`config.mk`:
```
export PLATFORM = sky130hd
export DESIGN_NAME = aippc_top
export DESIGN_NICKNAME = d
export VERILOG_FILES = /design/src/aippc_pkg.sv /design/src/aippc_top.sv
export SDC_FILE = /design/constraint.sdc
export NUM_CORES = 1
export LEC_CHECK = 0
export ABC_AREA = 1
export BUFFER_PORTS_ARGS = -buffer_cell sky130_fd_sc_hd__buf_2
export CORE_MARGIN = 2
export CORE_UTILIZATION = 54
export DETAILED_ROUTE_END_ITERATION = 10
export PLACE_DENSITY = 0.76
export RECOVER_POWER = 25
export SETUP_SLACK_MARGIN = 0.4
export SKIP_CTS_REPAIR_TIMING = 1
export SLEW_MARGIN = 20
export SYNTH_ARGS = -nofsm -noshare
export SYNTH_HDL_FRONTEND = slang
export SYNTH_SLANG_ARGS = --single-unit
```
`constraint.sdc`:
```
create_clock -name pclk -period 2.3 [get_ports pclk]
set_clock_uncertainty 0.15 [all_clocks]
set_input_delay 0.575 -clock pclk [delete_from_list [all_inputs] [get_ports pclk]]
set_output_delay 0.575 -clock pclk [all_outputs]
set_load 0.02 [all_outputs]
```
`src/aippc_pkg.sv`:
```
// package: register map, field layout, reset values and timing of the accel control bank
package aippc_pkg;

  // ---------------------------------------------------------------
  // register indices (byte address = 4 * index)
  // ---------------------------------------------------------------
  localparam int unsigned AW = 12;
  localparam logic [9:0] IDX_PIN_B_CFG  = 10'h054;
  localparam logic [9:0] IDX_ROUTE      = 10'h058;
  localparam logic [9:0] IDX_SELF_TEST  = 10'h06d;
  localparam logic [9:0] IDX_PWR_CFG    = 10'h07c;
  localparam logic [9:0] IDX_PWR_SW     = 10'h07d;
  localparam logic [9:0] IDX_SRST       = 10'h07e;
  localparam logic [9:0] IDX_IRQ_STAT   = 10'h080;
  localparam logic [9:0] IDX_IRQ_MASK   = 10'h081;
  localparam logic [9:0] IDX_STATE      = 10'h082;

  // ---------------------------------------------------------------
  // field positions and writable masks
  // ---------------------------------------------------------------
  localparam int unsigned PB_IN_EN   = 4;
  localparam int unsigned PB_OUT_EN  = 3;
  localparam int unsigned PB_DRV     = 2;
  localparam int unsigned PB_POL     = 1;
  localparam logic [7:0]  PB_WMASK   = 8'h1e;
  localparam int unsigned RT_RDY_B   = 6;
  localparam int unsigned RT_WM_B    = 5;
  localparam int unsigned RT_FULL_B  = 4;
  localparam int unsigned RT_RDY_A   = 2;
  localparam int unsigned RT_WM_A    = 1;
  localparam int unsigned RT_FULL_A  = 0;
  localparam logic [7:0]  RT_WMASK   = 8'h77;
  // event / status bit order: {ready, watermark, full}
  localparam int unsigned EV_FULL    = 0;
  localparam int unsigned EV_WM      = 1;
  localparam int unsigned EV_RDY     = 2;

  // ---------------------------------------------------------------
  // reset values and codes
  // ---------------------------------------------------------------
  localparam logic [7:0] PIN_B_CFG_RST = 8'h00;
  localparam logic [7:0] ROUTE_RST     = 8'h00;
  localparam logic [7:0] SELF_TEST_RST = 8'h00;
  localparam logic [7:0] PWR_CFG_RST   = 8'h03;
  localparam logic [7:0] PWR_SW_RST    = 8'h00;
  localparam logic [2:0] IRQ_MASK_RST  = 3'h0;
  localparam logic [7:0] ST_OFF        = 8'h00;
  localparam logic [7:0] ST_POS        = 8'h0d;
  localparam logic [7:0] ST_NEG        = 8'h09;
  localparam logic [7:0] PWR_SUSPEND   = 8'h03;
  localparam logic [7:0] PWR_ACTIVE    = 8'h00;
  localparam logic [7:0] ACC_ON        = 8'h04;
  localparam logic [7:0] SRST_KEY      = 8'hb6;
  localparam logic [15:0] ST_OFFSET    = 16'h0400;

  // ---------------------------------------------------------------
  // timing
  // ---------------------------------------------------------------
  localparam int unsigned CLK_PERIOD_PS = 5000;
  localparam int unsigned SRST_DELAY_MS = 1;
  localparam int unsigned SRST_CYC =
    (SRST_DELAY_MS * 1000000000 + CLK_PERIOD_PS - 1) / CLK_PERIOD_PS;

  // ---------------------------------------------------------------
  // carriers
  // ---------------------------------------------------------------
  typedef struct packed {
    logic        valid;
    logic [15:0] data;
  } aippc_sample_s;

  typedef struct packed {
    logic out;
    logic oe;
  } aippc_pad_s;

endpackage

```
`src/aippc_top.sv`:
```
// module: accel interrupt pin, routing, self-test and power control register bank
//
// How it works
// - pin b config: bit4 input, bit3 output
// - route bit6 sends data-ready to pin b
// - route bit5 sends watermark to pin b
// - route bit4 sends full to pin b
// - route bit2 sends data-ready to pin a
// - route bit1 sends watermark to pin a
// - route bit0 sends full to pin a
// - active self-test adds or subtracts constant offset to samples
// - self-test codes: 0x0d plus, 0x09 minus
// - power config 0x03 suspend, 0x00 active
// - suspend stops acquiring samples
// - power switch 0x04 on, 0x00 off
// - writing 0xb6 to soft reset resets device
// - one millisecond later config returns to reset
// - soft reset accepted in every mode
//
// The APB interface to the registers is this design's own decision.
`timescale 1ns/100ps
module aippc_top #(
  parameter int unsigned SRST_DELAY_CYC = aippc_pkg::SRST_CYC
) (
  input  wire logic                     pclk,
  input  wire logic                     presetn,
  input  wire logic                     psel,
  input  wire logic                     penable,
  input  wire logic                     pwrite,
  input  wire logic [aippc_pkg::AW-1:0] paddr,
  input  wire logic [31:0]              pwdata,
  output logic      [31:0]              prdata,
  output logic                          pready,
  output logic                          pslverr,
  input  wire aippc_pkg::aippc_sample_s sample_in,
  input  wire logic                     fifo_wm_lvl,
  input  wire logic                     fifo_full_lvl,
  output aippc_pkg::aippc_sample_s      sample_out,
  output logic                          acq_on,
  output logic                          st_positive,
  output logic                          st_negative,
  output logic                          irq_pin_a,
  output aippc_pkg::aippc_pad_s         irq_pin_b_pad,
  input  wire logic                     irq_pin_b_in,
  output logic                          irq
);
  import aippc_pkg::*;

  // ---------------------------------------------------------------
  // registers
  // ---------------------------------------------------------------
  logic [7:0]  pin_b_cfg_r;
  logic [7:0]  route_r;
  logic [7:0]  self_test_r;
  logic [7:0]  pwr_cfg_r;
  logic [7:0]  pwr_sw_r;
  logic [2:0]  irq_stat_r;
  logic [2:0]  irq_mask_r;
  logic        srst_busy_r;
  logic [31:0] srst_cnt_r;
  logic        srst_done;
  logic [2:0]  pin_b_sync_r;
  logic        pin_b_level_r;
  logic        drdy_r;
  logic        wm_prev_r;
  logic        full_prev_r;
  logic [2:0]  src_lvl;
  logic [2:0]  ev_set;
  logic [2:0]  stat_clr;

  // ---------------------------------------------------------------
  // apb slave, one wait state so every answer comes from a flop
  // ---------------------------------------------------------------
  logic [9:0] idx;
  logic       addr_ok;
  logic       wr_done;
  logic       rd_done;
  logic [7:0] wbyte;
  logic [7:0] rd_val;
  logic       rd_hit;

  assign idx     = paddr[AW-1:2];
  assign wbyte   = pwdata[7:0];
  assign wr_done = psel && penable && pready && pwrite;
  assign rd_done = psel && penable && pready && !pwrite;

  always_comb begin
    rd_hit = 1'b1;
    rd_val = 8'h00;
    unique case (idx)
      IDX_PIN_B_CFG: rd_val = pin_b_cfg_r;
      IDX_ROUTE:     rd_val = route_r;
      IDX_SELF_TEST: rd_val = self_test_r;
      IDX_PWR_CFG:   rd_val = pwr_cfg_r;
      IDX_PWR_SW:    rd_val = pwr_sw_r;
      IDX_SRST:      rd_val = 8'h00;
      IDX_IRQ_STAT:  rd_val = {5'h00, irq_stat_r};
      IDX_IRQ_MASK:  rd_val = {5'h00, irq_mask_r};
      IDX_STATE:     rd_val = {5'h00, srst_busy_r, pin_b_level_r, acq_on};
      default:       rd_hit = 1'b0;
    endcase
  end
  assign addr_ok = rd_hit && (paddr[1:0] == 2'b00);

  always_ff @(posedge pclk or negedge presetn) begin
    if (!presetn) begin
      pready  <= 1'b0;
      pslverr <= 1'b0;
      prdata  <= 32'h0000_0000;
    end else if (psel && penable && !pready) begin
      pready  <= 1'b1;
      pslverr <= !addr_ok;
      prdata  <= (addr_ok && !pwrite) ? {24'h00_0000, rd_val} : 32'h0000_0000;
    end else begin
      pready  <= 1'b0;
      pslverr <= 1'b0;
    end
  end

  // ---------------------------------------------------------------
  // configuration registers; soft reset restores them after delay
  // ---------------------------------------------------------------
  always_ff @(posedge pclk or negedge presetn) begin
    if (!presetn) begin
      pin_b_cfg_r <= PIN_B_CFG_RST;
      route_r     <= ROUTE_RST;
      self_test_r <= SELF_TEST_RST;
      pwr_cfg_r   <= PWR_CFG_RST;
      pwr_sw_r    <= PWR_SW_RST;
      irq_mask_r  <= IRQ_MASK_RST;
    end else if (srst_done) begin
      pin_b_cfg_r <= PIN_B_CFG_RST;
      route_r     <= ROUTE_RST;
      self_test_r <= SELF_TEST_RST;
      pwr_cfg_r   <= PWR_CFG_RST;
      pwr_sw_r    <= PWR_SW_RST;
      irq_mask_r  <= IRQ_MASK_RST;
    end else if (wr_done && addr_ok) begin
      unique case (idx)
        IDX_PIN_B_CFG: pin_b_cfg_r <= wbyte & PB_WMASK;
        IDX_ROUTE:     route_r     <= wbyte & RT_WMASK;
        // self-test stays until software rewrites it or a soft reset completes
        IDX_SELF_TEST: self_test_r <= wbyte;
        IDX_PWR_CFG:   pwr_cfg_r   <= wbyte;
        IDX_PWR_SW:    pwr_sw_r    <= wbyte;
        IDX_IRQ_MASK:  irq_mask_r  <= wbyte[2:0];
        default:       ;
      endcase
    end
  end

  // key write arms the timer in any power state; other values are ignored
  always_ff @(posedge pclk or negedge presetn) begin
    if (!presetn) begin
      srst_busy_r <= 1'b0;
      srst_cnt_r  <= 32'h0000_0000;
    end else if (wr_done && idx == IDX_SRST && wbyte == SRST_KEY
                 && addr_ok) begin
      srst_busy_r <= 1'b1;
      srst_cnt_r  <= 32'h0000_0000;
    end else if (srst_busy_r) begin
      srst_cnt_r  <= srst_cnt_r + 32'h0000_0001;
      if (srst_done) begin
        srst_busy_r <= 1'b0;
      end
    end
  end
  assign srst_done = srst_busy_r && (srst_cnt_r == SRST_DELAY_CYC - 1);

  // ---------------------------------------------------------------
  // acquisition and self-test
  // ---------------------------------------------------------------
  always_ff @(posedge pclk or negedge presetn) begin
    if (!presetn) begin
      acq_on      <= 1'b0;
      st_positive <= 1'b0;
      st_negative <= 1'b0;
    end else begin
      acq_on      <= (pwr_cfg_r == PWR_ACTIVE) && (pwr_sw_r == ACC_ON);
      st_positive <= (self_test_r == ST_POS);
      st_negative <= (self_test_r == ST_NEG);
    end
  end

  always_ff @(posedge pclk or negedge presetn) begin
    if (!presetn) begin
      sample_out <= '0;
      drdy_r     <= 1'b0;
    end else begin
      // samples are dropped, not held, while suspended or off
      sample_out.valid <= sample_in.valid && acq_on;
      drdy_r           <= sample_in.valid && acq_on;
      if (sample_in.valid && acq_on) begin
        if (st_positive) begin
          sample_out.data <= sample_in.data + ST_OFFSET;
        end else if (st_negative) begin
          sample_out.data <= sample_in.data - ST_OFFSET;
        end else begin
          sample_out.data <= sample_in.data;
        end
      end
    end
  end

  // ---------------------------------------------------------------
  // interrupt sources, sticky status, mask
  // ---------------------------------------------------------------
  assign src_lvl = {drdy_r, fifo_wm_lvl, fifo_full_lvl};
  assign ev_set  = {drdy_r, fifo_wm_lvl && !wm_prev_r, fifo_full_lvl && !full_prev_r};
  assign stat_clr = (rd_done && idx == IDX_IRQ_STAT) ? prdata[2:0] : 3'h0;

  always_ff @(posedge pclk or negedge presetn) begin
    if (!presetn) begin
      wm_prev_r   <= 1'b0;
      full_prev_r <= 1'b0;
      irq_stat_r  <= 3'h0;
      irq         <= 1'b0;
    end else begin
      wm_prev_r   <= fifo_wm_lvl;
      full_prev_r <= fifo_full_lvl;
      // only bits the read returned are cleared; a new event wins
      irq_stat_r  <= (irq_stat_r & ~stat_clr) | ev_set;
      irq         <= |(irq_stat_r & irq_mask_r);
    end
  end

  // ---------------------------------------------------------------
  // pin routing and pin b pad
  // ---------------------------------------------------------------
  logic act_a;
  logic act_b;
  logic lvl_b;

  assign act_a = (route_r[RT_RDY_A]  && src_lvl[EV_RDY])
              || (route_r[RT_WM_A]   && src_lvl[EV_WM])
              || (route_r[RT_FULL_A] && src_lvl[EV_FULL]);
  assign act_b = (route_r[RT_RDY_B]  && src_lvl[EV_RDY])
              || (route_r[RT_WM_B]   && src_lvl[EV_WM])
              || (route_r[RT_FULL_B] && src_lvl[EV_FULL]);
  assign lvl_b = pin_b_cfg_r[PB_POL] ? act_b : !act_b;

  always_ff @(posedge pclk or negedge presetn) begin
    if (!presetn) begin
      irq_pin_a     <= 1'b0;
      irq_pin_b_pad <= '0;
    end else begin
      irq_pin_a <= act_a;
      if (!pin_b_cfg_r[PB_OUT_EN]) begin
        irq_pin_b_pad <= '0;
      end else if (pin_b_cfg_r[PB_DRV]) begin
        irq_pin_b_pad.out <= 1'b0;
        irq_pin_b_pad.oe  <= !lvl_b;
      end else begin
        irq_pin_b_pad.out <= lvl_b;
        irq_pin_b_pad.oe  <= 1'b1;
      end
    end
  end

  // pin b as input: 3-flop sampler, a change counts once stages 2 and 3 agree
  always_ff @(posedge pclk or negedge presetn) begin
    if (!presetn) begin
      pin_b_sync_r  <= 3'h0;
      pin_b_level_r <= 1'b0;
    end else begin
      pin_b_sync_r <= {pin_b_sync_r[1:0], irq_pin_b_in};
      if (pin_b_cfg_r[PB_IN_EN] && pin_b_sync_r[1] == pin_b_sync_r[2]) begin
        pin_b_level_r <= pin_b_sync_r[2];
      end
    end
  end
endmodule // aippc_top

```
* After elaboration in Yosys (flattened, before gate mapping)
Index checks and enable logic that the tools add are counted.
Operators by class: multiplexer cells 34, bitwise gates (word level) 4, multiply operators 0, div/mod/pow operators 0, $lt $le $gt $ge 0, shifts and indexed selects 0, eq/ne operators 15, $add $sub $neg 3, reduce and logical (&&, ||, !) cells 53
Operator list (number):
- two-way mux 8 bit | 16
- two-way mux 32 bit | 2
- one-hot mux 8 bit (8 select lines) | 1
- equality test 10 x 7 -> 1 bit (second input constant) | 6
- adder 32 x 1 -> 32 bit (second input constant) | 1
- equality test 32 x 18 -> 1 bit (second input constant) | 1
- two-way mux 16 bit | 2
- equality test 10 x 8 -> 1 bit (second input constant) | 3
- logical AND 1 bit | 24
- adder 16 x 11 -> 16 bit (second input constant) | 1
- equality test 8 x 4 -> 1 bit (second input constant) | 2
- nonzero test 2 bit | 8
- subtractor 16 x 11 -> 16 bit (second input constant) | 1
- two-way mux 3 bit | 4
- AND reduction 2 bit | 6
- OR reduction 9 bit | 1
- equality test 8 x 3 -> 1 bit (second input constant) | 1
- equality test 8 bit (second input constant) | 1
- zero test 8 bit | 1
- zero test 1 bit | 7
- two-way mux 1 bit | 7
- bitwise AND 3 bit | 2
- logical OR 1 bit | 4
- two-way mux 2 bit | 2
- 5 further kinds | 5
Word-level totals: output and inout port bits 58, input port bits 69, memories 0, bits in read-only memories 0, flip-flop bits (word level) 143, latch bits 0, bits in writable memories 0

* Longest topological paths before layout
Gate-level depths: netlist of run 1.
depth after elaboration 8, depth in mapped cells 14, gate-level depth less buffers 13

* Worst setup path after synthesis of run 1
OpenSTA, ideal clock, no wires.
kind input -> register, from input port paddr[9] (netlist bit), to register srst_cnt_r[21], path buffers 1, data required time 2.038 ns, arrival time 1.774 ns, setup time 0.112 ns, stages on the path 13, path slack 0.264 ns, path through inv_2 -> nand2_1 -> nor2_4 -> nand2_4 -> nor2_4 -> nor2_2 -> nand3_4 -> nand3_4 -> nor2_4 -> inv_2 -> buf_6 -> nand2_1 -> inv_2
Between the ends: longest elaborated chain between the ends 6, elaborated cells between the ends (all ways) 17, classes of those cells eq/ne (9); mux (2); reduce/logical (6)
RTL lines:
- start, declared | line aippc_top.sv:30 | input wire logic [aippc_pkg::AW-1:0] paddr,
- equality test 10 x 7 -> 1 bit (tied with other cells) | line aippc_top.sv:90, aippc_top.sv:157
- OR reduction 9 bit (no source line)
- two-way mux 1 bit | line aippc_top.sv:90 | unique case (idx)
- logical AND 1 bit | line aippc_top.sv:103 | assign addr_ok = rd_hit && (paddr[1:0] == 2'b00);
- logical AND 1 bit (*) | line aippc_top.sv:158 | && addr_ok) begin
- two-way mux 32 bit / nonzero test 2 bit (equally long branches)
- end signal, assigned | line aippc_top.sv:162 | srst_cnt_r <= srst_cnt_r + 32'h0000_0001;
- end, declared | line aippc_top.sv:60 | logic [31:0] srst_cnt_r;
Every way passes the cells marked *; elsewhere a longest branch is shown, timed or not. A chain may end at the register's enable or synchronous reset.

* Final worst setup path of run 1
from register srst_cnt_r[1], to register route_r[4]
Between the ends: longest elaborated chain between the ends 4, elaborated cells between the ends (all ways) 6, classes of those cells eq/ne (1); mux (1); reduce/logical (4)
RTL lines:
- equality test 32 x 18 -> 1 bit (*) | line aippc_top.sv:168 | assign srst_done = srst_busy_r && (srst_cnt_r == SRST_DELAY_CYC - 1);
- logical AND 1 bit (*) | line aippc_top.sv:168
- nonzero test 2 bit (no source line)
- AND reduction 2 bit (no source line)
- end signal, assigned | line aippc_top.sv:141 | IDX_ROUTE: route_r <= wbyte & RT_WMASK;
- end, declared | line aippc_top.sv:53 | logic [7:0] route_r;
Marked as above.

==> flow_summary.rst, run 1 <==
.. list-table::
   :header-rows: 1

   * - Metric
     - Value
   * - Clock tree sinks
     - 113
   * - Leading post-synthesis cells by cell area
     - sky130_fd_sc_hd__dfrtp_1 44%, sky130_fd_sc_hd__nand2_1 17%, sky130_fd_sc_hd__inv_1 7.9%, sky130_fd_sc_hd__nand3_1 5.5%, sky130_fd_sc_hd__nor2_1 3.2%
   * - Share of the synthesized area in the top cell type
     - 43.9%
   * - Largest area contributor in the netlist
     - sky130_fd_sc_hd__dfrtp_1
   * - Nets@finish
     - 1054
   * - Number of placed instances with taps included
     - 1087
   * - Area of all sequential standard cells
     - 0.00283 sq mm
   * - Number of global-route vias before repair
     - 5397
   * - Layout cell share with drive strength beyond 1
     - 24.9%
   * - Core footprint
     - 0.0114 sq mm
   * - Portion of netlist area occupied by mux cells
     - 0%
   * - TritonCTS clock tree
     - yes
   * - Non-filler cells, final
     - 1137
   * - Total wire length after detailed routing
     - 16600 microns
   * - FF+latch count, synth
     - 113
   * - Setup slack, reg-to-reg
     - 310 ps
   * - Number of pins with negative max-slew slack in the final report
     - 0
   * - Launch instance of the worst min-delay path
     - irq_pin_b_in
   * - Leading cell type by number of instances after synthesis
     - sky130_fd_sc_hd__nand2_1
   * - Initial core utilization
     - 55.4%
   * - Die boundary width
     - 112 microns
   * - CP cell instances
     - ha_2 -> nand2_2 -> nor2_4 -> nand4_1 -> nor2_2 -> nand3_4 -> buf_12 -> clkbuf_16 -> nand3_1 -> nand2_1
   * - Number of buffers inserted during clock tree synthesis
     - 17
   * - Most used DFF post-synth
     - sky130_fd_sc_hd__dfrtp_1
   * - Reported max-cap violation count
     - 0
   * - Number of flops mapped to enable cells by yosys
     - 0
   * - Normalized max-slew margin
     - 44.5%
   * - Required time of the worst setup path
     - 2450 ps
   * - RSZ-0062 raised after global routing
     - true
   * - Number of antenna diodes
     - 0
   * - Terminus of the critical flop-to-flop path
     - route_r[4]
   * - Half-perimeter wire length after placement
     - 11200 microns
   * - Post-route total power
     - 5.01 mW
   * - Num rows
     - 39
   * - Hold Vio Cnt, Final
     - 0
   * - GRT Residual Overflow
     - 0
   * - GP Congestion
     - 0.886
   * - Final cell area excluding filler cells
     - 0.00811 sq mm
   * - Worst slew pin tran
     - 833 ps
   * - Async set-or-reset flop fraction in the synthesized netlist
     - 100%
   * - Largest family of logic cells by synthesized area
     - simple AND/OR/NAND/NOR gates
   * - Commonest cells in the netlist
     - 283 x sky130_fd_sc_hd__nand2_1, 133 x sky130_fd_sc_hd__inv_1, 111 x sky130_fd_sc_hd__dfrtp_1
   * - Hold-critical path endpoint
     - pin_b_sync_r[0]
   * - Compound-Gate Fraction of Synth Area
     - 3.74%
   * - Setup violations, final
     - 0
   * - Time the worst path needs with I/O delays and setup
     - 1990 ps
   * - Die height
     - 112 microns
   * - Fill cell total of the finished layout
     - 906
   * - Mean area per synthesized cell
     - 7.42 sq um
   * - Port bufs
     - 78
   * - Ratio of total power to cell area
     - 618 mW/mm^2
   * - Fmax
     - 0.503 GHz
   * - Final routed wire length divided by cell count
     - 14.6 microns
   * - Post-Synthesis Cells
     - 853
   * - Global-route wire length before repair
     - 25500 microns
   * - WP buf/inv
     - 2
   * - Area Growth Syn to Fin
     - 28.1%
   * - Number of iterations in the first detailed-routing pass
     - 5
   * - Root buf cell
     - sky130_fd_sc_hd__clkbuf_16
   * - Detailed-route vias per instance
     - 5.15
   * - Area of placed instances
     - 0.00705 sq mm
   * - Period Utilization, post-route
     - 86.5%
   * - Basic-gate share of the synthesized area counting and, or, nand and nor cells
     - 34.4%
   * - Slowest library cell on the worst path
     - sky130_fd_sc_hd__dfrtp_1
   * - Residual antenna-violating net count after detailed routing
     - 0
   * - Count of yosys warnings during synthesis
     - 0
   * - Clk_lat worst skew
     - 420 ps
   * - DIE AREA
     - 0.0126 sq mm
   * - Synthesized-area fraction occupied by adder cells
     - 0.593%
   * - IR drop worst, VDD
     - 0.978 mV
   * - Total Routing Usage GR
     - 25.5%
   * - Remaining routing DRC violations
     - 0
   * - Sequential cell area fraction in the yosys report
     - 44.7%
   * - Maximum number of pins on one net before global-route repair
     - 48
   * - Fraction of synthesized cell area in xor and xnor cells
     - 3.60%
   * - Post-synthesis cell type count
     - 42
   * - Worst EP arrival
     - 2140 ps
   * - I/O pin cnt
     - 127
   * - Post-synthesis instance area
     - 0.00633 sq mm
   * - Crit path largest cell delay
     - 380 ps
   * - Critical Setup Path Class
     - reg -> reg
   * - Type of the tightest min-delay check
     - in -> reg
   * - Share of the core filled with cells in the final layout
     - 71.0%
   * - CP Capture Type
     - flop
   * - Area used by multi-input combinational logic
     - 0.00303 sq mm
   * - Outcome
     - finished, final reports clean
   * - Routed via count
     - 5861
   * - Worst hold path cell count
     - 1
   * - FF-to-FF Start
     - srst_cnt_r[1]
   * - Leakage power figure
     - 4.65 nW
   * - Maximum clock path buffer count
     - 2
   * - First DRT Iteration DRCs
     - 522
   * - Initial antenna violation count
     - 0
   * - Clock-pin slew reported for the worst setup and hold paths after clock tree synthesis
     - 50 ps
   * - Maximum level of the CTS H-tree
     - 4
   * - Hold slack
     - 116 ps
   * - Sort of element at the start of the critical path
     - flop
   * - Top fanout value on the critical path
     - 6
   * - Top cell family by delay on the critical path
     - simple AND/OR/NAND/NOR gates
   * - Register-to-Register Path Depth
     - 10
[cells by family after synthesis]
family / count (synthesis)
DFF: 113
AOI/OAI and AO/OA: 43
adders and majority gates: 3
buffers and inverters: 184
xor gates and xnor gates: 26
other: 1
and+or+nand+nor: 483
[state kept, by name, indices dropped and copies added, names as in the netlist, 3 cells and up]
register,flops
pwr_sw_r,8
pin_b_cfg_r,4
srst_cnt_r,32
pwr_cfg_r,8
irq_mask_r,3
route_r,6
self_test_r,8
sample_out,16
prdata,8
pin_b_sync_r,3
irq_stat_r,3
[report_power, final]
part	internal, mW	leakage, nW	switching, mW
Combinational	0.0671	2.83	0.172
Sequential	2.00	1.52	0.00257
Clock	1.86	0.299	0.913
Total	3.92	4.65	1.09
[metrics by stage]
step	setup slack (ps)	TNS (ps)
after global placement	-55.6	-982
after CTS	129	0
after floorplan	283	0
after global routing	250	0
after detailed placement	-79.2	-1920
final	311	0
[worst max path at each step]
stage             startpoint             end  slack (ps)  depth (start not counted)
2_1_floorplan       paddr[9]   srst_cnt_r[0]         280                         13
3_3_place_gp        paddr[9]     pwr_sw_r[2]         -60                         13
3_5_place_dp        paddr[9]     pwr_sw_r[1]         -80                         13
4_1_cts        srst_cnt_r[0]  pin_b_cfg_r[2]         130                         11
5_1_grt        srst_cnt_r[0]  self_test_r[3]         250                         11
6_report       srst_cnt_r[1]      route_r[4]         310                         10
[layer usage]
metal  track usage [%]  wire length (microns)
met4              9.67                    586
met1              32.1                   6650
met3              6.05                   1010
met5                 0                      0
met2              42.8                   8340
[layout by cell type (no fill, tap or decap), drive strengths merged, types with 13 or more instances in the layout]
master | netlist | final
nor2 | 67 | 67
nand4 | 29 | 29
dfrtp | 111 | 111
nand3 | 74 | 74
xor2 | 19 | 19
clkbuf | 7 | 27
nor3 | 13 | 13
conb | 1 | 24
nand2 | 285 | 285
inv | 144 | 145
o21ai | 25 | 25
buf | 32 | 119
[cell type report]
class                   instances  share of cell area (%)
inverters                     145                    7.01
flip-flops and latches        113                    34.9
well taps                     143                    2.21
clock buffers                  21                    5.68
multi-input cells             579                    37.4
repair buffers                126                    10.8
clock inverters                10                    1.96
(Power assumes the default switching activity.)
==> inputs of run 2 (changes only) <==
--- a/config.mk
+++ b/config.mk
@@ -5,7 +5,7 @@
 export SDC_FILE = /design/constraint.sdc
 export NUM_CORES = 1
 export LEC_CHECK = 0
-export ABC_AREA = 1
+export ABC_AREA = 0
 export BUFFER_PORTS_ARGS = -buffer_cell sky130_fd_sc_hd__buf_2
 export CORE_MARGIN = 2
 export CORE_UTILIZATION = 54
==> constraint.sdc (replaced) <==
create_clock -name pclk -period 2.35 [get_ports pclk]
set_clock_uncertainty 0.15 [all_clocks]
set_input_delay 0.5875 -clock pclk [delete_from_list [all_inputs] [get_ports pclk]]
set_output_delay 0.5875 -clock pclk [all_outputs]
set_load 0.02 [all_outputs]
==> flow_summary.rst, run 2 <==
.. list-table::
   :header-rows: 1

   * - Metric
     - Value
   * - Die height
     - 107 microns (was 112 microns)
   * - Total Routing Usage GR
     - 26.8% (was 25.5%)
   * - Initial antenna violation count
     - 0 (unchanged)
   * - Commonest cells in the netlist
     - 111 x sky130_fd_sc_hd__dfrtp_1, 58 x sky130_fd_sc_hd__nor2_1, 41 x sky130_fd_sc_hd__mux2i_1 (was 283 x sky130_fd_sc_hd__nand2_1, 133 x sky130_fd_sc_hd__inv_1, 111 x sky130_fd_sc_hd__dfrtp_1)
   * - First DRT Iteration DRCs
     - 313 (was 522)
   * - Period Utilization, post-route
     - 88.6% (was 86.5%)
   * - Remaining routing DRC violations
     - 0 (unchanged)
   * - Nets@finish
     - 765 (was 1054)
   * - Initial core utilization
     - 55.7% (was 55.4%)
   * - Number of buffers inserted during clock tree synthesis
     - 17 (unchanged)
   * - Final cell area excluding filler cells
     - 0.00772 sq mm (was 0.00811 sq mm)
   * - Setup slack, reg-to-reg
     - 270 ps (was 310 ps)
   * - IR drop worst, VDD
     - 0.503 mV (was 0.978 mV)
   * - Clock tree sinks
     - 113 (unchanged)
   * - CP Capture Type
     - flop (unchanged)
   * - Mean area per synthesized cell
     - 10.5 sq um (was 7.42 sq um)
   * - Sort of element at the start of the critical path
     - flop (unchanged)
   * - Setup TNS
     - 0 ps (unchanged)
   * - Normalized max-slew margin
     - 0.0380% (was 44.5%)
   * - Sequential cell area fraction in the yosys report
     - 49.2% (was 44.7%)
   * - Die boundary width
     - 107 microns (was 112 microns)
   * - Ratio of total power to cell area
     - 644 mW/mm^2 (was 618 mW/mm^2)
   * - Worst hold path cell count
     - 1 (unchanged)
   * - Area used by multi-input combinational logic
     - 0.00297 sq mm (was 0.00303 sq mm)
   * - Global-route wire length before repair
     - 23500 microns (was 25500 microns)
   * - Leading cell type in the layout, fill and taps excluded
     - sky130_fd_sc_hd__dfrtp_1 (was sky130_fd_sc_hd__nand2_1)
   * - Number of pins with negative max-slew slack in the final report
     - 0 (unchanged)
   * - Maximum number of pins on one net before global-route repair
     - 114 (was 48)
   * - Post-synthesis instance area
     - 0.00575 sq mm (was 0.00633 sq mm)
   * - Most used cells in the layout excluding fill and tap cells
     - 104 x sky130_fd_sc_hd__dfrtp_1, 75 x sky130_fd_sc_hd__buf_2, 55 x sky130_fd_sc_hd__buf_4 (was 270 x sky130_fd_sc_hd__nand2_1, 122 x sky130_fd_sc_hd__inv_1, 109 x sky130_fd_sc_hd__dfrtp_1)
   * - I/O pin cnt
     - 127 (unchanged)
   * - Number of flops mapped to enable cells by yosys
     - 0 (unchanged)
   * - Half-perimeter wire length after placement
     - 9700 microns (was 11200 microns)
   * - Register bank with the most flops
     - srst_cnt_r (unchanged)
   * - Routed via count
     - 4852 (was 5861)
   * - Leading post-synthesis cells by cell area
     - sky130_fd_sc_hd__dfrtp_1 48%, sky130_fd_sc_hd__mux2i_1 7.1%, sky130_fd_sc_hd__nor2_1 3.8%, sky130_fd_sc_hd__buf_4 3.4%, sky130_fd_sc_hd__xnor2_1 3.4% (was sky130_fd_sc_hd__dfrtp_1 44%, sky130_fd_sc_hd__nand2_1 17%, sky130_fd_sc_hd__inv_1 7.9%, sky130_fd_sc_hd__nand3_1 5.5%, sky130_fd_sc_hd__nor2_1 3.2%)
   * - Fmax
     - 0.480 GHz (was 0.503 GHz)
   * - Area Growth Syn to Fin
     - 34.3% (was 28.1%)
   * - Maximum clock path buffer count
     - 2 (unchanged)
   * - Root buf cell
     - sky130_fd_sc_hd__clkbuf_8 (was sky130_fd_sc_hd__clkbuf_16)
   * - Time the worst path needs with I/O delays and setup
     - 2080 ps (was 1990 ps)
   * - Area of all sequential standard cells
     - 0.00284 sq mm (was 0.00283 sq mm)
   * - Maximum level of the CTS H-tree
     - 4 (unchanged)
   * - Critical path destination
     - srst_cnt_r[29] (was route_r[4])
   * - Fill cell total of the finished layout
     - 660 (was 906)
   * - Total wire length after detailed routing
     - 15700 microns (was 16600 microns)
   * - Area of placed instances
     - 0.00657 sq mm (was 0.00705 sq mm)
   * - Share of the synthesized area in the top cell type
     - 48.3% (was 43.9%)
   * - GRT Residual Overflow
     - 0 (unchanged)
   * - Hold Vio Cnt, Final
     - 0 (unchanged)
   * - GP Congestion
     - 0.919 (was 0.886)
   * - Post-Synthesis Cells
     - 549 (was 853)
   * - Number of global-route vias before repair
     - 4706 (was 5397)
   * - Top fanout value on the critical path
     - 6 (unchanged)
   * - Port bufs
     - 78 (unchanged)
   * - Reported max-cap violation count
     - 0 (unchanged)
   * - Type of the tightest min-delay check
     - in -> reg (unchanged)
   * - DIE AREA
     - 0.0115 sq mm (was 0.0126 sq mm)
   * - Terminus of the critical flop-to-flop path
     - srst_cnt_r[29] (was route_r[4])
   * - Clk_lat worst skew
     - 530 ps (was 420 ps)
   * - Launching element of the worst setup path
     - srst_cnt_r[3] (was srst_cnt_r[1])
   * - Flip-flop count of the largest register, all copies and words added
     - 32 (unchanged)
   * - Post-synthesis cell type count
     - 63 (was 42)
   * - Critical Setup Path Class
     - reg -> reg (unchanged)
   * - Most used DFF post-synth
     - sky130_fd_sc_hd__dfrtp_1 (unchanged)
   * - Residual antenna-violating net count after detailed routing
     - 0 (unchanged)
   * - RSZ-0062 raised after global routing
     - true (unchanged)
   * - Async set-or-reset flop fraction in the synthesized netlist
     - 100% (unchanged)
   * - Clock-pin slew reported for the worst setup and hold paths after clock tree synthesis
     - 50 ps (about the same)
   * - FF-to-FF Start
     - srst_cnt_r[3] (was srst_cnt_r[1])
   * - Core footprint
     - 0.0103 sq mm (was 0.0114 sq mm)
   * - Leading cell type by number of instances after synthesis
     - sky130_fd_sc_hd__dfrtp_1 (was sky130_fd_sc_hd__nand2_1)
   * - TritonCTS clock tree
     - yes (unchanged)
   * - Required time of the worst setup path
     - 2660 ps (was 2450 ps)
   * - Final routed wire length divided by cell count
     - 18.6 microns (was 14.6 microns)
   * - Detailed-route vias per instance
     - 5.76 (was 5.15)
   * - FF+latch count, synth
     - 113 (unchanged)
   * - Leakage power figure
     - 3.51 nW (was 4.65 nW)
   * - Worst EP arrival
     - 2390 ps (was 2140 ps)
   * - Number of iterations in the first detailed-routing pass
     - 7 (was 5)
   * - Largest regs
     - srst_cnt_r: 32 flops, sample_out: 16 flops (unchanged)
   * - Outcome
     - finished, final reports clean (unchanged)
   * - Num rows
     - 37 (was 39)
   * - Register-to-Register Path Depth
     - 5 (was 10)
   * - Layout cell share with drive strength beyond 1
     - 35.6% (was 24.9%)
   * - Setup violations, final
     - 0 (unchanged)
   * - Worst slew pin tran
     - 1500 ps (was 833 ps)
   * - Count of yosys warnings during synthesis
     - 0 (unchanged)
   * - Number of antenna diodes
     - 0 (unchanged)
   * - Largest area contributor in the netlist
     - sky130_fd_sc_hd__dfrtp_1 (unchanged)
## run 2: cell count changes in the layout (fill, tap and decap cells not counted), sizes merged, moves of 7 or more
cell   change
nand2    -245
inv      -133
nand3     -57
mux2i     +41
nand4     -22
buf       +20
xnor2     +15
nor4      +13
and3      +11
mux2      +10
xor2      -10
nor2b      +9
nor4b      +8
and4       +7
## run 2: per-layer routing
| metal | track usage [%] | wire length (microns) | vias up |
|---|---|---|---|
| met1 | 33.4 | 6220 | 2407 |
| met4 | 11.2 | 486 | 0 |
| li1 | - | - | 2210 |
| met2 | 44.6 | 8090 | 199 |
| met3 | 6.69 | 855 | 36 |
| met5 | 0 | 0 | - |
## run 2: worst min-delay path by stage
stage,slack (ps),startpoint,to
3_3_place_gp,180,pin_b_sync_r[0],pin_b_sync_r[1]
4_1_cts,-20,irq_pin_b_in,pin_b_sync_r[0]
6_report,90,fifo_wm_lvl,wm_prev_r
5_1_grt,90,fifo_wm_lvl,wm_prev_r
2_1_floorplan,140,presetn,acq_on
3_5_place_dp,190,pin_b_sync_r[0],pin_b_sync_r[1]
## run 2: cell type report
type | count | share of cell area (%)
clock inverter | 9 | 2.30
tap | 136 | 2.20
clock buffer | 23 | 6.05
sequential | 113 | 36.8
inverter | 12 | 0.584
multi-input combinational | 402 | 38.4
timing repair buffer | 147 | 13.6
## run 2: cell families (layout without fill, tap and decap cells)
family | count (synthesis) | after routing | synth area share, %
DFF | 113 | 113 | 49.2
and+or+nand+nor | 226 | 226 | 22.7
AOI/OAI and AO/OA | 67 | 67 | 7.88
muxes | 51 | 51 | 9.10
adders and majority gates | 3 | 3 | 0.653
other | 1 | 24 | 0.0652
buffers and inverters | 57 | 191 | 5.68
xor gates and xnor gates | 31 | 31 | 4.72
## run 2: where the power goes
group	total, mW	internal [mW]	switching, mW
clock	2.79	1.91	0.881
sequential	1.96	1.96	0.00353
combinational	0.218	0.0638	0.155
## run 2: critical path: stages, from the launching register on
cell                      delay, ps
sky130_fd_sc_hd__dfrtp_1        420
sky130_fd_sc_hd__and4_4         250
sky130_fd_sc_hd__nand4_1        110
sky130_fd_sc_hd__or4_4          590
sky130_fd_sc_hd__or3_1          350
sky130_fd_sc_hd__a21oi_2        140
## run 2: stage by stage
step / std cells / worst slack [ps] / hold slack (ps) / power [mW] / utilization [%]
after floorplan: 572 / -52.5 / 142 / 2.11 / -
after CTS: 814 / 189 / -15.1 / 5.01 / 69.9
after global placement: 782 / -94.4 / 185 / 2.21 / 63.7
after detailed placement: 782 / -123 / 190 / 2.21 / 63.7
after global routing: 842 / 230 / 91.1 / 5.12 / 74.8
final: 842 / 268 / 92.5 / 4.97 / 74.8
==> inputs of run 3 (changes only) <==
--- a/config.mk
+++ b/config.mk
@@ -9,6 +9,7 @@
 export BUFFER_PORTS_ARGS = -buffer_cell sky130_fd_sc_hd__buf_2
 export CORE_MARGIN = 2
 export CORE_UTILIZATION = 54
+export CTS_BUF_LIST = sky130_fd_sc_hd__clkbuf_8
 export DETAILED_ROUTE_END_ITERATION = 10
 export PLACE_DENSITY = 0.76
 export RECOVER_POWER = 25
@@ -18,3 +19,4 @@
 export SYNTH_ARGS = -nofsm -noshare
 export SYNTH_HDL_FRONTEND = slang
 export SYNTH_SLANG_ARGS = --single-unit
+export TNS_END_PERCENT = 5
==> flow_summary.rst, run 3 (synthesized netlist as in run 2, its figures left out) <==
.. list-table::
   :header-rows: 1

   * - Metric
     - Value
   * - Outcome
     - finished, final reports clean (unchanged)
   * - Time the worst path needs with I/O delays and setup
     - 2120 ps (was 2080 ps)
   * - Half-perimeter wire length after placement
     - 10200 microns (was 9700 microns)
   * - GP Congestion
     - 0.942 (was 0.919)
   * - Period Utilization, post-route
     - 90.4% (was 88.6%)
   * - Port bufs
     - 78 (unchanged)
   * - Leading cell type in the layout, fill and taps excluded
     - sky130_fd_sc_hd__dfrtp_1 (unchanged)
   * - Hold Vio Cnt, Final
     - 0 (unchanged)
   * - Maximum level of the CTS H-tree
     - 4 (unchanged)
   * - I/O pin cnt
     - 127 (unchanged)
   * - Num rows
     - 37 (unchanged)
   * - Root buf cell
     - sky130_fd_sc_hd__clkbuf_8 (unchanged)
   * - Required time of the worst setup path
     - 2570 ps (was 2660 ps)
   * - IR drop worst, VDD
     - 0.435 mV (was 0.503 mV)
   * - DIE AREA
     - 0.0115 sq mm (unchanged)
   * - Reported max-cap violation count
     - 0 (unchanged)
   * - Setup slack, reg-to-reg
     - 230 ps (was 270 ps)
   * - Hold slack
     - 98.3 ps (was 92.5 ps)
   * - Remaining routing DRC violations
     - 0 (unchanged)
   * - Area of placed instances
     - 0.00653 sq mm (was 0.00657 sq mm)
   * - Initial antenna violation count
     - 0 (unchanged)
   * - Die height
     - 107 microns (unchanged)
   * - Flip-flop count of the largest register, all copies and words added
     - 32 (unchanged)
   * - Ratio of total power to cell area
     - 603 mW/mm^2 (was 644 mW/mm^2)
   * - Layout cell share with drive strength beyond 1
     - 28.6% (was 35.6%)
   * - Type of the tightest min-delay check
     - in -> reg (unchanged)
   * - Initial core utilization
     - 55.7% (unchanged)
   * - Area Growth Syn to Fin
     - 22.9% (was 34.3%)
   * - Maximum number of pins on one net before global-route repair
     - 49 (was 114)
   * - Clk_lat worst skew
     - 440 ps (was 530 ps)
   * - Number of iterations in the first detailed-routing pass
     - 5 (was 7)
   * - Worst slew pin tran
     - 806 ps (was 1500 ps)
   * - Number of pins with negative max-slew slack in the final report
     - 0 (unchanged)
   * - Fill cell total of the finished layout
     - 794 (was 660)
   * - Leakage power figure
     - 3.39 nW (was 3.51 nW)
   * - Fmax
     - 0.471 GHz (was 0.480 GHz)
   * - Routed via count
     - 4685 (was 4852)
   * - RSZ-0062 raised after global routing
     - true (unchanged)
   * - Maximum clock path buffer count
     - 2 (unchanged)
   * - Register bank with the most flops
     - srst_cnt_r (unchanged)
   * - Largest regs
     - srst_cnt_r: 32 flops, sample_out: 16 flops (unchanged)
   * - Core footprint
     - 0.0103 sq mm (unchanged)
   * - Launching element of the worst setup path
     - srst_cnt_r[21] (was srst_cnt_r[3])
   * - GRT Residual Overflow
     - 0 (unchanged)
   * - Register-to-Register Path Depth
     - 5 (unchanged)
   * - Die boundary width
     - 107 microns (unchanged)
   * - Residual antenna-violating net count after detailed routing
     - 0 (unchanged)
   * - Critical path destination
     - srst_cnt_r[31] (was srst_cnt_r[29])
   * - Clock tree sinks
     - 113 (unchanged)
   * - Terminus of the critical flop-to-flop path
     - srst_cnt_r[31] (was srst_cnt_r[29])
   * - Final routed wire length divided by cell count
     - 17.2 microns (was 18.6 microns)
   * - Sort of element at the start of the critical path
     - flop (unchanged)
   * - Area of all sequential standard cells
     - 0.00283 sq mm (was 0.00284 sq mm)
   * - CP Capture Type
     - flop (unchanged)
   * - Total wire length after detailed routing
     - 14200 microns (was 15700 microns)
   * - Final cell area excluding filler cells
     - 0.00707 sq mm (was 0.00772 sq mm)
   * - First DRT Iteration DRCs
     - 290 (was 313)
   * - TritonCTS clock tree
     - yes (unchanged)
   * - FF-to-FF Start
     - srst_cnt_r[21] (was srst_cnt_r[3])
   * - Clock-pin slew reported for the worst setup and hold paths after clock tree synthesis
     - 70 ps (was 50 ps)
   * - Nets@finish
     - 748 (was 765)
   * - Normalized max-slew margin
     - 46.3% (was 0.0380%)
   * - Critical Setup Path Class
     - reg -> reg (unchanged)
   * - Area used by multi-input combinational logic
     - 0.00273 sq mm (was 0.00297 sq mm)
   * - Detailed-route vias per instance
     - 5.68 (was 5.76)
   * - Number of global-route vias before repair
     - 4599 (was 4706)
   * - Worst EP arrival
     - 2350 ps (was 2390 ps)
   * - Number of antenna diodes
     - 0 (unchanged)
   * - Setup violations, final
     - 0 (unchanged)
   * - Total Routing Usage GR
     - 26.0% (was 26.8%)
   * - Top fanout value on the critical path
     - 6 (unchanged)
   * - Global-route wire length before repair
     - 22600 microns (was 23500 microns)
   * - Number of buffers inserted during clock tree synthesis
     - 17 (unchanged)
   * - Most used cells in the layout excluding fill and tap cells
     - 110 x sky130_fd_sc_hd__dfrtp_1, 75 x sky130_fd_sc_hd__buf_2, 58 x sky130_fd_sc_hd__nor2_1 (was 104 x sky130_fd_sc_hd__dfrtp_1, 75 x sky130_fd_sc_hd__buf_2, 55 x sky130_fd_sc_hd__buf_4)
[run 3: cell count changes in the layout (fill, tap and decap cells not counted), moves of 4 or more]
cell / before / now
sky130_fd_sc_hd__nor2_4: 17 / 0
sky130_fd_sc_hd__buf_4: 55 / 44
sky130_fd_sc_hd__nor2_1: 40 / 58
sky130_fd_sc_hd__nor4b_1: 2 / 6
sky130_fd_sc_hd__dfrtp_2: 7 / 1
sky130_fd_sc_hd__clkbuf_16: 19 / 0
sky130_fd_sc_hd__dfrtp_1: 104 / 110
sky130_fd_sc_hd__clkbuf_8: 4 / 19
[run 3: layer usage]
| layer | vias up | share of wire (%) | GRT usage [%] |
|---|---|---|---|
| met3 | 32 | 4.7 | 6.38 |
| met1 | 2316 | 41 | 31.1 |
| met2 | 164 | 52 | 44.9 |
| met4 | 0 | 2.3 | 10.5 |
| li1 | 2173 | - | - |
| met5 | - | 0 | 0 |
[run 3: worst min path at each step]
stage / from / to / slack (ps) / cells past startpoint
after floorplan: presetn / acq_on / 140 / 0
after global placement: pin_b_sync_r[0] / pin_b_sync_r[1] / 190 / 0
after detailed placement: pin_b_sync_r[0] / pin_b_sync_r[1] / 190 / 0
after CTS: presetn / srst_cnt_r[30] / -70 / 1
after global routing: irq_pin_b_in / pin_b_sync_r[0] / 80 / 1
final: irq_pin_b_in / pin_b_sync_r[0] / 100 / 1
[run 3: critical path, cell delays in order (launching register included)]
cell and delay [ps]:
sky130_fd_sc_hd__dfrtp_1 410, sky130_fd_sc_hd__and4_4 270, sky130_fd_sc_hd__nand4_1 170, sky130_fd_sc_hd__or4_4 570, sky130_fd_sc_hd__or3_4 350, sky130_fd_sc_hd__a21oi_2 140
[run 3: power by group]
part | internal (mW) | total, mW | switching [mW] | leakage [nW]
Clock | 1.30 | 2.08 | 0.781 | 0.239
Sequential | 1.95 | 1.96 | 0.00371 | 1.53
Combinational | 0.0665 | 0.219 | 0.153 | 1.62
[run 3: metrics by stage]
step	TNS, ps	setup WS [ps]	util (%)	power [mW]	instances
floorplan	-459	-62.9	-	2.10	572
global route	0	173	68.4	4.40	825
global placement	-739	-78.5	63.3	2.21	785
CTS	0	137	67.7	4.30	817
finish	0	225	68.4	4.26	825
detailed placement	-2300	-136	63.3	2.21	785
[run 3: area by class of cell]
cell class	count	area share [%]
Clock buffer	19	3.70
Clock inverter	13	2.73
Inverter	12	0.638
Multi-Input combinational cell	402	38.6
Sequential cell	113	40.1
Tap cell	136	2.41
Timing Repair Buffer	130	11.9
